[config.mk]
export PLATFORM = sky130hd
export DESIGN_NAME = flash_command_sequencer
export DESIGN_NICKNAME = d
export VERILOG_FILES = /design/src/core/flash_seq_pkg.sv /design/src/core/flash_command_sequencer.sv /design/src/core/flash_op_timer.sv
export VERILOG_INCLUDE_DIRS = /design/src /design/src/core
export SDC_FILE = /design/constraint.sdc
export NUM_CORES = 1
export LEC_CHECK = 0
export BUFFER_PORTS_ARGS = -buffer_cell sky130_fd_sc_hd__buf_2
export CELL_PAD_IN_SITES_DETAIL_PLACEMENT = 0
export CELL_PAD_IN_SITES_GLOBAL_PLACEMENT = 1
export CORE_ASPECT_RATIO = 1.75
export CORE_MARGIN = 3
export CORE_UTILIZATION = 48
export CTS_BUF_LIST = sky130_fd_sc_hd__clkbuf_8
export CTS_CLUSTER_DIAMETER = 30
export DETAILED_ROUTE_END_ITERATION = 16
export GPL_ROUTABILITY_DRIVEN = 0
export GPL_TIMING_DRIVEN = 0
export PLACE_DENSITY_LB_ADDON = 0.1
export SETUP_SLACK_MARGIN = 0.5
export SLEW_MARGIN = 10
export SYNTH_ARGS = -nofsm -noshare
export SYNTH_HDL_FRONTEND = slang
export SYNTH_HIERARCHICAL = 1
export SYNTH_SLANG_ARGS = --single-unit
[constraint.sdc]
create_clock -name CLK_SYS -period 6.5 [get_ports CLK_SYS]
set_input_delay 0.325 -clock CLK_SYS [delete_from_list [all_inputs] [get_ports CLK_SYS]]
set_output_delay 0.325 -clock CLK_SYS [all_outputs]
set_load 0.05 [all_outputs]
[src/core/flash_seq_cfg.svh]
// Offsets, command codes, reset values and timing counts of the flash command sequencer.
// Assumes inclusion by bare name from core/ files only.
`ifndef FLASH_SEQ_CFG_SVH
`define FLASH_SEQ_CFG_SVH

// Unlock and command cycle addresses (low 12 bits only)
`define FCS_UNLOCK_ADDR_A   12'h555
`define FCS_UNLOCK_ADDR_B   12'haaa
// Command data codes
`define FCS_UNLOCK_DATA_A   8'haa
`define FCS_UNLOCK_DATA_B   8'h55
`define FCS_CMD_PROGRAM     8'ha0
`define FCS_CMD_ERASE_SETUP 8'h80
`define FCS_CMD_SECTOR      8'h30
`define FCS_CMD_CHIP        8'h10
`define FCS_CMD_ID_ENTRY    8'h90
`define FCS_CMD_ID_EXIT     8'hf0
`define FCS_CMD_SECURITY    8'ha5
`define FCS_SECURITY_DATA   8'h00
// Identification mode addresses
`define FCS_ID_MAKER_ADDR   16'hf000
`define FCS_ID_FLASH_ADDR   16'hf001
`define FCS_ID_SEC_ADDR     16'hff7f
// Security status read values
`define FCS_SEC_OFF_VALUE   8'hff
`define FCS_SEC_ON_VALUE    8'h00
// Read value while parallel access is locked
`define FCS_BLOCKED_READ    8'h00
// Status byte bits other than the toggle bit
`define FCS_STATUS_FILL     8'hbf
`define FCS_TOGGLE_POS      6
// Window, sector field
`define FCS_WINDOW_BIT      15
`define FCS_SECTOR_HI       14
`define FCS_SECTOR_LO       12
// Command enable field and commit key
`define FCS_MODE_ENABLE     3'b101
`define FCS_MODE_DISABLE    3'b010
`define FCS_COMMIT_KEY      8'hd5
`define FCS_CMD_EN_RESET    1'b0
// Timing
`define FCS_CLK_MHZ         40
`define FCS_PROG_TIME_US    40
`define FCS_ERASE_TIME_MS   30
`define FCS_PROG_CYCLES     (`FCS_PROG_TIME_US * `FCS_CLK_MHZ)
`define FCS_ERASE_CYCLES    (`FCS_ERASE_TIME_MS * 1000 * `FCS_CLK_MHZ)
`define FCS_TIMER_W         21

`endif

[src/core/flash_seq_pkg.sv]
// Types of the flash command sequencer.
// Assumes nothing of its surroundings.
package flash_seq_pkg;

    typedef enum logic [2:0] {
        ST_IDLE = 3'b000,
        ST_UNL1 = 3'b001,
        ST_UNL2 = 3'b010,
        ST_ER3  = 3'b011,
        ST_ER4  = 3'b100,
        ST_ER5  = 3'b101,
        ST_PROG = 3'b110,
        ST_SEC  = 3'b111
    } seq_state_t;

    typedef enum logic [1:0] {
        OP_PROG   = 2'b00,
        OP_SECTOR = 2'b01,
        OP_CHIP   = 2'b10,
        OP_SECURE = 2'b11
    } op_kind_t;

endpackage : flash_seq_pkg

[src/core/flash_command_sequencer.sv]
// Flash command sequencer: decodes unlock-coded write sequences into program,
// erase, identification and security operations, and reports progress on reads.
// Assumes a CPU bus on the same clock, one read or write strobe per cycle, and a
// flash array that reads combinationally and erases to all ones on its pulses.
`timescale 1ns/10ps
`default_nettype none
`include "flash_seq_cfg.svh"

module flash_command_sequencer import flash_seq_pkg::*; #(
    parameter int unsigned PROG_CYCLES  = `FCS_PROG_CYCLES,
    parameter int unsigned ERASE_CYCLES = `FCS_ERASE_CYCLES,
    // Arbitrary identification values
    parameter logic [7:0]  MAKER_CODE   = 8'h3c,
    parameter logic [7:0]  FLASH_CODE   = 8'h5a
) (
    // Clock and reset
    input  wire logic        CLK_SYS,
    input  wire logic        RST,
    // CPU bus
    input  wire logic        BUS_WR,
    input  wire logic        BUS_RD,
    input  wire logic [15:0] BUS_ADDR,
    input  wire logic [7:0]  BUS_WDATA,
    output logic      [7:0]  BUS_RDATA,
    output logic             BUS_RVALID,
    // Control register fields
    input  wire logic [2:0]  COMMAND_ENABLE_FIELD,
    input  wire logic        CONTROL_COMMIT_WR,
    input  wire logic [7:0]  CONTROL_COMMIT_KEY,
    // Operating mode pins
    input  wire logic        PARALLEL_MODE,
    input  wire logic        SERIAL_MODE,
    // Stored security state
    input  wire logic        SECURITY_STORED,
    // Flash array
    output logic      [14:0] ARR_ADDR,
    output logic      [7:0]  ARR_WDATA,
    output logic             ARR_WE,
    output logic             ARR_RE,
    input  wire logic [7:0]  ARR_RDATA,
    output logic             ARR_SECTOR_ERASE,
    output logic      [2:0]  ARR_SECTOR,
    output logic             ARR_CHIP_ERASE,
    // Status
    output logic             BUSY,
    output logic             ID_MODE,
    output logic             CMD_ENABLED,
    output logic             SECURITY_ACTIVE,
    output logic             PARALLEL_LOCK,
    output logic             SERIAL_CMD_LOCK
);

    ////////////////////////////////////////////////////////////////////////////
    // Elaboration checks

    localparam int unsigned TW = `FCS_TIMER_W;

    if (PROG_CYCLES == 0 || PROG_CYCLES >= (1 << TW)) begin : g_bad_prog
        $error("PROG_CYCLES out of range");
    end
    if (ERASE_CYCLES == 0 || ERASE_CYCLES >= (1 << TW)) begin : g_bad_erase
        $error("ERASE_CYCLES out of range");
    end

    ////////////////////////////////////////////////////////////////////////////
    // Functions

    function automatic logic hit(input logic [15:0] addr, input logic [7:0] data,
                                 input logic [11:0] exp_addr, input logic [7:0] exp_data);
        hit = (addr[11:0] == exp_addr) && (data == exp_data);
    endfunction : hit

    ////////////////////////////////////////////////////////////////////////////
    // Mode pin synchronisers

    logic [1:0] par_s_q;
    logic [1:0] ser_s_q;

    always_ff @(posedge CLK_SYS or posedge RST) begin
        if (RST) begin
            par_s_q <= 2'h0;
            ser_s_q <= 2'h0;
        end else begin
            par_s_q <= {par_s_q[0], PARALLEL_MODE};
            ser_s_q <= {ser_s_q[0], SERIAL_MODE};
        end
    end

    wire par_mode = par_s_q[1];
    wire ser_mode = ser_s_q[1];

    ////////////////////////////////////////////////////////////////////////////
    // State

    seq_state_t state_q;
    seq_state_t state_d;
    op_kind_t   op_q;
    op_kind_t   op_d;
    logic       start_op;
    logic       cmd_en_q;
    logic       busy_q;
    logic       toggle_q;
    logic       id_q;
    logic       sec_q;
    logic       sec_loaded_q;
    logic       op_done;
    logic       timer_running;

    ////////////////////////////////////////////////////////////////////////////
    // Decode

    wire        in_window  = BUS_ADDR[`FCS_WINDOW_BIT];
    wire        par_lock   = sec_q && par_mode;
    wire        wr_take    = BUS_WR && !BUS_RD && in_window && cmd_en_q
                             && !busy_q && !par_lock;
    wire        rd_take    = BUS_RD && in_window;
    wire        hit_unl_a  = hit(BUS_ADDR, BUS_WDATA, `FCS_UNLOCK_ADDR_A, `FCS_UNLOCK_DATA_A);
    wire        hit_unl_b  = hit(BUS_ADDR, BUS_WDATA, `FCS_UNLOCK_ADDR_B, `FCS_UNLOCK_DATA_B);
    wire        hit_prog   = hit(BUS_ADDR, BUS_WDATA, `FCS_UNLOCK_ADDR_A, `FCS_CMD_PROGRAM);
    wire        hit_esetup = hit(BUS_ADDR, BUS_WDATA, `FCS_UNLOCK_ADDR_A, `FCS_CMD_ERASE_SETUP);
    wire        hit_idin   = hit(BUS_ADDR, BUS_WDATA, `FCS_UNLOCK_ADDR_A, `FCS_CMD_ID_ENTRY);
    wire        hit_secure = hit(BUS_ADDR, BUS_WDATA, `FCS_UNLOCK_ADDR_A, `FCS_CMD_SECURITY);
    wire        hit_chip   = hit(BUS_ADDR, BUS_WDATA, `FCS_UNLOCK_ADDR_A, `FCS_CMD_CHIP);
    wire        hit_sector = (BUS_WDATA == `FCS_CMD_SECTOR);
    wire        hit_secdat = (BUS_ADDR == `FCS_ID_SEC_ADDR) && (BUS_WDATA == `FCS_SECURITY_DATA);
    wire        id_enter   = wr_take && (state_q == ST_UNL2) && hit_idin;
    wire        id_exit    = wr_take && (state_q != ST_PROG)
                             && (BUS_WDATA == `FCS_CMD_ID_EXIT);
    wire        commit     = CONTROL_COMMIT_WR && (CONTROL_COMMIT_KEY == `FCS_COMMIT_KEY);

    ////////////////////////////////////////////////////////////////////////////
    // Sequence decoder

    always_comb begin
        state_d  = state_q;
        op_d     = op_q;
        start_op = 1'b0;
        if (wr_take) begin
            unique case (state_q)
                ST_IDLE: state_d = hit_unl_a ? ST_UNL1 : ST_IDLE;
                ST_UNL1: state_d = hit_unl_b ? ST_UNL2 : ST_IDLE;
                ST_UNL2: begin
                    if (hit_prog) begin
                        state_d = ST_PROG;
                    end else if (hit_esetup) begin
                        state_d = ST_ER3;
                    end else if (hit_secure) begin
                        state_d = ST_SEC;
                    end else begin
                        state_d = ST_IDLE;
                    end
                end
                ST_ER3: state_d = hit_unl_a ? ST_ER4 : ST_IDLE;
                ST_ER4: state_d = hit_unl_b ? ST_ER5 : ST_IDLE;
                ST_ER5: begin
                    state_d = ST_IDLE;
                    if (hit_sector && !par_mode) begin
                        op_d     = OP_SECTOR;
                        start_op = 1'b1;
                    end else if (hit_chip) begin
                        op_d     = OP_CHIP;
                        start_op = 1'b1;
                    end
                end
                ST_PROG: begin
                    state_d  = ST_IDLE;
                    op_d     = OP_PROG;
                    start_op = 1'b1;
                end
                ST_SEC: begin
                    state_d = ST_IDLE;
                    if (hit_secdat) begin
                        op_d     = OP_SECURE;
                        start_op = 1'b1;
                    end
                end
            endcase
        end
    end

    always_ff @(posedge CLK_SYS or posedge RST) begin
        if (RST) begin
            state_q <= ST_IDLE;
            op_q    <= OP_PROG;
        end else begin
            state_q <= state_d;
            op_q    <= op_d;
        end
    end

    ////////////////////////////////////////////////////////////////////////////
    // Command enable and identification mode

    always_ff @(posedge CLK_SYS or posedge RST) begin
        if (RST) begin
            cmd_en_q <= `FCS_CMD_EN_RESET;
        end else if (commit && COMMAND_ENABLE_FIELD == `FCS_MODE_ENABLE) begin
            cmd_en_q <= 1'b1;
        end else if (commit && COMMAND_ENABLE_FIELD == `FCS_MODE_DISABLE) begin
            cmd_en_q <= 1'b0;
        end
    end

    always_ff @(posedge CLK_SYS or posedge RST) begin
        if (RST) begin
            id_q <= 1'b0;
        end else if (id_enter) begin
            id_q <= 1'b1;
        end else if (id_exit) begin
            id_q <= 1'b0;
        end
    end

    ////////////////////////////////////////////////////////////////////////////
    // Operation timing

    wire [TW-1:0] prog_len  = TW'(PROG_CYCLES);
    wire [TW-1:0] erase_len = TW'(ERASE_CYCLES);
    wire          long_op   = (op_d == OP_SECTOR) || (op_d == OP_CHIP);
    wire [TW-1:0] op_len    = long_op ? erase_len : prog_len;

    flash_op_timer #(
        .W       (TW)
    ) u_timer (
        .clk     (CLK_SYS),
        .rst     (RST),
        .start   (start_op),
        .load    (op_len),
        .done    (op_done),
        .running (timer_running)
    );

    always_ff @(posedge CLK_SYS or posedge RST) begin
        if (RST) begin
            busy_q <= 1'b0;
        end else if (start_op) begin
            busy_q <= 1'b1;
        end else if (op_done) begin
            busy_q <= 1'b0;
        end
    end

    // Toggle inverts per busy read, frozen while commands are disabled
    always_ff @(posedge CLK_SYS or posedge RST) begin
        if (RST) begin
            toggle_q <= 1'b1;
        end else if (start_op) begin
            toggle_q <= 1'b1;
        end else if (rd_take && busy_q && cmd_en_q) begin
            toggle_q <= ~toggle_q;
        end
    end

    ////////////////////////////////////////////////////////////////////////////
    // Security state

    // Stored state is caught on the first edge after reset release
    always_ff @(posedge CLK_SYS or posedge RST) begin
        if (RST) begin
            sec_q        <= 1'b0;
            sec_loaded_q <= 1'b0;
        end else if (!sec_loaded_q) begin
            sec_q        <= SECURITY_STORED;
            sec_loaded_q <= 1'b1;
        end else if (op_done && op_q == OP_SECURE) begin
            sec_q        <= 1'b1;
        end else if (op_done && op_q == OP_CHIP) begin
            sec_q        <= 1'b0;
        end
    end

    ////////////////////////////////////////////////////////////////////////////
    // Read path

    wire [7:0] status_byte = `FCS_STATUS_FILL | (8'(toggle_q) << `FCS_TOGGLE_POS);
    wire [7:0] sec_byte    = sec_q ? `FCS_SEC_ON_VALUE : `FCS_SEC_OFF_VALUE;
    wire       id_maker    = id_q && (BUS_ADDR == `FCS_ID_MAKER_ADDR);
    wire       id_flash    = id_q && (BUS_ADDR == `FCS_ID_FLASH_ADDR);
    wire       id_sec      = id_q && (BUS_ADDR == `FCS_ID_SEC_ADDR);
    wire       rd_const    = par_lock || busy_q || id_maker || id_flash || id_sec;
    wire [7:0] const_byte  = par_lock ? `FCS_BLOCKED_READ :
                             busy_q   ? status_byte :
                             id_maker ? MAKER_CODE :
                             id_flash ? FLASH_CODE :
                                        sec_byte;
    wire       prog_start  = start_op && (op_d == OP_PROG);
    wire       arr_rd      = rd_take && !rd_const;

    logic       rd_pend_q;
    logic       rd_arr_q;
    logic [7:0] rd_const_q;

    always_ff @(posedge CLK_SYS or posedge RST) begin
        if (RST) begin
            rd_pend_q  <= 1'b0;
            rd_arr_q   <= 1'b0;
            rd_const_q <= 8'h00;
            BUS_RDATA  <= 8'h00;
            BUS_RVALID <= 1'b0;
        end else begin
            rd_pend_q  <= rd_take;
            rd_arr_q   <= arr_rd;
            rd_const_q <= const_byte;
            BUS_RVALID <= rd_pend_q;
            if (rd_pend_q) begin
                BUS_RDATA <= rd_arr_q ? ARR_RDATA : rd_const_q;
            end
        end
    end

    ////////////////////////////////////////////////////////////////////////////
    // Array commands

    always_ff @(posedge CLK_SYS or posedge RST) begin
        if (RST) begin
            ARR_ADDR         <= 15'h0000;
            ARR_WDATA        <= 8'h00;
            ARR_WE           <= 1'b0;
            ARR_RE           <= 1'b0;
            ARR_SECTOR_ERASE <= 1'b0;
            ARR_SECTOR       <= 3'h0;
            ARR_CHIP_ERASE   <= 1'b0;
        end else begin
            ARR_WE           <= prog_start;
            ARR_RE           <= arr_rd;
            ARR_SECTOR_ERASE <= start_op && (op_d == OP_SECTOR);
            ARR_CHIP_ERASE   <= start_op && (op_d == OP_CHIP);
            if (arr_rd || prog_start) begin
                ARR_ADDR <= BUS_ADDR[14:0];
            end
            if (prog_start) begin
                ARR_WDATA <= BUS_WDATA;
            end
            if (start_op && op_d == OP_SECTOR) begin
                ARR_SECTOR <= BUS_ADDR[`FCS_SECTOR_HI:`FCS_SECTOR_LO];
            end
        end
    end

    ////////////////////////////////////////////////////////////////////////////
    // Status outputs

    always_ff @(posedge CLK_SYS or posedge RST) begin
        if (RST) begin
            BUSY            <= 1'b0;
            ID_MODE         <= 1'b0;
            CMD_ENABLED     <= 1'b0;
            SECURITY_ACTIVE <= 1'b0;
            PARALLEL_LOCK   <= 1'b0;
            SERIAL_CMD_LOCK <= 1'b0;
        end else begin
            BUSY            <= busy_q || start_op;
            ID_MODE         <= id_q;
            CMD_ENABLED     <= cmd_en_q;
            SECURITY_ACTIVE <= sec_q;
            PARALLEL_LOCK   <= par_lock;
            SERIAL_CMD_LOCK <= sec_q && ser_mode;
        end
    end

endmodule : flash_command_sequencer

`default_nettype wire

[src/core/flash_op_timer.sv]
// Down counter timing one program, erase or security operation.
// Assumes start is a one-cycle pulse on the same clock; load is at least one.
`timescale 1ns/10ps
`default_nettype none

module flash_op_timer #(
    parameter int unsigned W = 21
) (
    // Clock and reset
    input  wire logic         clk,
    input  wire logic         rst,
    // Control
    input  wire logic         start,
    input  wire logic [W-1:0] load,
    // Status
    output wire logic         done,
    output logic              running
);

    logic [W-1:0] cnt_q;

    // Done in the last cycle of the interval, so busy lasts exactly load cycles
    assign done = running && (cnt_q == '0);

    always_ff @(posedge clk or posedge rst) begin
        if (rst) begin
            cnt_q   <= '0;
            running <= 1'b0;
        end else if (start) begin
            cnt_q   <= W'(load - 1'b1);
            running <= 1'b1;
        end else if (done) begin
            running <= 1'b0;
        end else if (running) begin
            cnt_q   <= W'(cnt_q - 1'b1);
        end
    end

endmodule : flash_op_timer

`default_nettype wire

==> impl_metrics.env <==
export IMPL_cts_hold_buffers_added=0
export IMPL_rsz0062_at_grt="false"
export IMPL_vdd_drop_max_mv=0.1387
export IMPL_crit_slowest_cell="dfrtp_1"
export IMPL_synth_avg_cell_area_sq_um=10.13
export IMPL_cp_top_family="buffers and inverters"
export IMPL_postLayoutCoreUtil_pct=58.55
export IMPL_met1_usage_pct=23.15
export IMPL_reg2reg_slack_ps=1520
export IMPL_dpl_cell_area_sq_um=6067
export IMPL_die_y_um=144.7
export IMPL_n_antenna_cell=0
export IMPL_worst_setup_path_end_kind="register"
export IMPL_fin_area_sq_um=6264
export IMPL_clockRootBuffer="clkbuf_8"
export IMPL_cts_sinks=88
export IMPL_drv_cap=0
export IMPL_period_minus_slack_ps=4985
export IMPL_synth_distinct_cells=88
export IMPL_skew_ps=10.30
export IMPL_drt_pass1_iter_count=4
export IMPL_min_to="ser_s_q[0]"
export IMPL_worst_path_most_repeated_cell="buf_2"
export IMPL_drtAntennaViolNets=0
export IMPL_yosysWarnings=6
export IMPL_r2r_end="u_timer/cnt_q[14]"
export IMPL_synth_flop_cell="dfrtp_1"
export IMPL_dieArea_sq_um=12340
export IMPL_drive_above_1_share_pct=27.08
export IMPL_drt_wirelength_per_cell_um=17.44
export IMPL_start_util_pct=49.32
export IMPL_cp_arrival_ps=5300
export IMPL_gr_usage_all_layers_pct=23.56
export IMPL_cts_buffers=9
export IMPL_maxSlewViolCount=0
export IMPL_use_met3_pct=3.456
export IMPL_via_per_inst=5.631
export IMPL_antenna_found_initial=0
export IMPL_cts_setup_buffers=0
export IMPL_p_per_area_nw_per_um2=172.1
export IMPL_fmax_ghz=0.2006
export IMPL_fin_tns_setup_ps=0
export IMPL_r2r_cells=19
export IMPL_hold_depth=1
export IMPL_grt_use_met2_pct=45.20
export IMPL_cp_num_buf_inv=7
export IMPL_htree_levels=3
export IMPL_core_area_sq_um=10700
export IMPL_detailedRoute_firstIterationViolations=191
export IMPL_path_max_fanout=10
export IMPL_grt_pass1_wl_um=22690
export IMPL_ys_seq_area_share_pct=41.76
export IMPL_hold_path_class="primary input to register"
export IMPL_outcome="finished, final reports clean"
export IMPL_clkSlewWorstSetupHoldPaths_ps=100
export IMPL_die_x_um=85.26
export IMPL_num_vias=4516
export IMPL_post_cts_resized=0
export IMPL_drt_wl_total_um=13990
export IMPL_io_buffer_count=95
export IMPL_startpoint_type="register"
export IMPL_grt_max_degree=67
export IMPL_cts_tree="yes"
export IMPL_synthCells=521
export IMPL_tightest_slew_ps=907.6
export IMPL_syn_to_final_growth_pct=18.71
export IMPL_required_ps=6820
export IMPL_leakage_nw=2.716
export IMPL_clock_path_buffers=2
export IMPL_synth_seq_cells=88
export IMPL_slowest_delay_ps=490
export IMPL_stdcell_count=802
export IMPL_placedCellCount=786
export IMPL_finalHoldViolCount=0
export IMPL_final_period_utilization_pct=76.69
export IMPL_min_delay_start="SERIAL_MODE"
export IMPL_synthesis_area_sq_um=5276
export IMPL_grt_pass1_vias=4673
export IMPL_rows=50
export IMPL_relSlewSlack_pct=39.42
export IMPL_place_hpwl_um=10930
export IMPL_grt_remaining_overflow=0
export IMPL_hold_worst_slack_ps=47.33
export IMPL_clk_latency_ps=380
export IMPL_r2r_start="state_q[0]"
export IMPL_crit_type="register to register"
export IMPL_synth_edf_count=0
export IMPL_drc=0
export IMPL_final_nets=722
export IMPL_cp_cell_sequence="and3b_1 > nand4_1 > o32ai_2 > buf_6 > nor2_1 > nor2_1 > buf_4 > buf_6 > buf_4 > buf_2 > buf_2 > buf_2 > mux2i_1 > ha_1 > o221ai_2 > nor2_2 > nand2_1 > o311ai_1 > o311a_1"
export IMPL_io_pins=96
export IMPL_async_flop_share_pct=100.0
export IMPL_finalSetupViolCount=0
export IMPL_grt_busiest_layer="met2"
cells in the final DEF, fill, tap and decap left out, types with 15 or more instances in the layout:
cell         n
conb_1      42
nand3_1     30
a21oi_1     26
nand2_1     24
nor2_1      45
xor2_1      25
buf_2      102
dfrtp_1     87
mux2i_1     21
o2111ai_1   15
power by group:
group | internal, mW | switching (mW)
Sequential | 0.563 | 0.00742
Combinational | 0.0362 | 0.0925
Clock | 0.150 | 0.229
Total | 0.749 | 0.329
final cells by class:
type | instances | area (sq um)
fill | 981 | 4434
multi-input combinational | 435 | 3027
sequential | 88 | 2203
timing repair buffer | 95 | 475.5
tap | 130 | 162.7
buffer | 24 | 143.9
clock buffer | 9 | 123.9
clock inverter | 7 | 72.57
inverter | 14 | 55.05
worst reg2reg max path: cells and delay by family, from the launching register on:
family	cells	cell delay, ps
AO/OA/AOI/OAI	4	1120
adder cells (fa/ha/maj)	1	270
buffers and inverters	7	1750
flip-flops	1	490
multiplexers	1	240
AND/OR/NAND/NOR	6	1070
registers in the layout, indices dropped and copies added (netlist names), 3 cells and up:
signal / cells
ARR_ADDR: 15
ARR_SECTOR: 3
ARR_WDATA: 8
BUS_RDATA: 8
rd_const_q: 5
state_q: 3
u_timer/cnt_q: 21
how the worst max path moves through the flow:
stage                       startpoint                 to  slack, ps  cells past startpoint
after floorplan           BUS_WDATA[6]  u_timer/cnt_q[20]       2520                     19
after global placement    BUS_WDATA[6]  u_timer/cnt_q[14]       1420                     20
final                       state_q[0]  u_timer/cnt_q[14]       1520                     19
after detailed placement  BUS_WDATA[6]  u_timer/cnt_q[14]       1360                     20
after global routing        state_q[0]  u_timer/cnt_q[20]       1110                     19
after CTS                   state_q[0]  u_timer/cnt_q[14]       1530                     19
cell families (layout without fill, tap and decap cells):
kind of cell / Yosys count / count (layout) / synth area share [%]
xor+xnor: 37 / 37 / 6.142
simple gates: 195 / 195 / 22.20
compound gates: 123 / 123 / 18.12
flops: 88 / 88 / 41.76
other cells: 2 / 42 / 0.1423
mux: 34 / 34 / 6.972
fa+ha+maj: 4 / 4 / 0.9486
buf+inv: 38 / 149 / 3.723
synth_stat cells (3+ instances only):
cell       count  area share (%)
a21oi_1       26             2.5
a31oi_1        5            0.59
and2_1         5            0.59
buf_2          7            0.66
buf_6          5             1.1
clkbuf_1       8            0.57
dfrtp_1       87              41
ha_1           4            0.95
inv_1         13            0.92
mux2_1         5             1.1
mux2_2         5             1.1
mux2_4         3            0.85
mux2i_1       21             4.0
nand2_1       24             1.7
nand2b_1       7            0.83
nand3_1       30             2.8
nand3b_1       4            0.57
nand4_1       10             1.2
nor2_1        45             3.2
nor2b_1        6            0.71
nor3_1        14             1.3
nor3b_1        5            0.71
nor4_1         5            0.59
nor4_2         3            0.71
nor4b_1        3            0.50
o2111ai_1     15             2.5
o211ai_1       6            0.85
o211ai_2       9             2.1
o21ai_0       14             1.3
o21ai_1       11             1.0
o22ai_1        5            0.59
or4_1          3            0.43
or4_4          3            0.64
xnor2_1       12             2.0
xor2_1        25             4.1
through the flow:
step	setup WS, ps	power (mW)
floorplan	2516	0.6623
global placement	1415	0.7082
detailed placement	1364	0.7104
CTS	1528	1.089
global route	1107	1.122
finish	1515	1.078
layer usage:
layer	share of wire, %	up-vias
met1	35	2172
met3	3.3	47
met4	5.3	0
met2	57	109
li1	-	2188
met5	0	-
No activity file was read; power rests on OpenSTA's default activity.
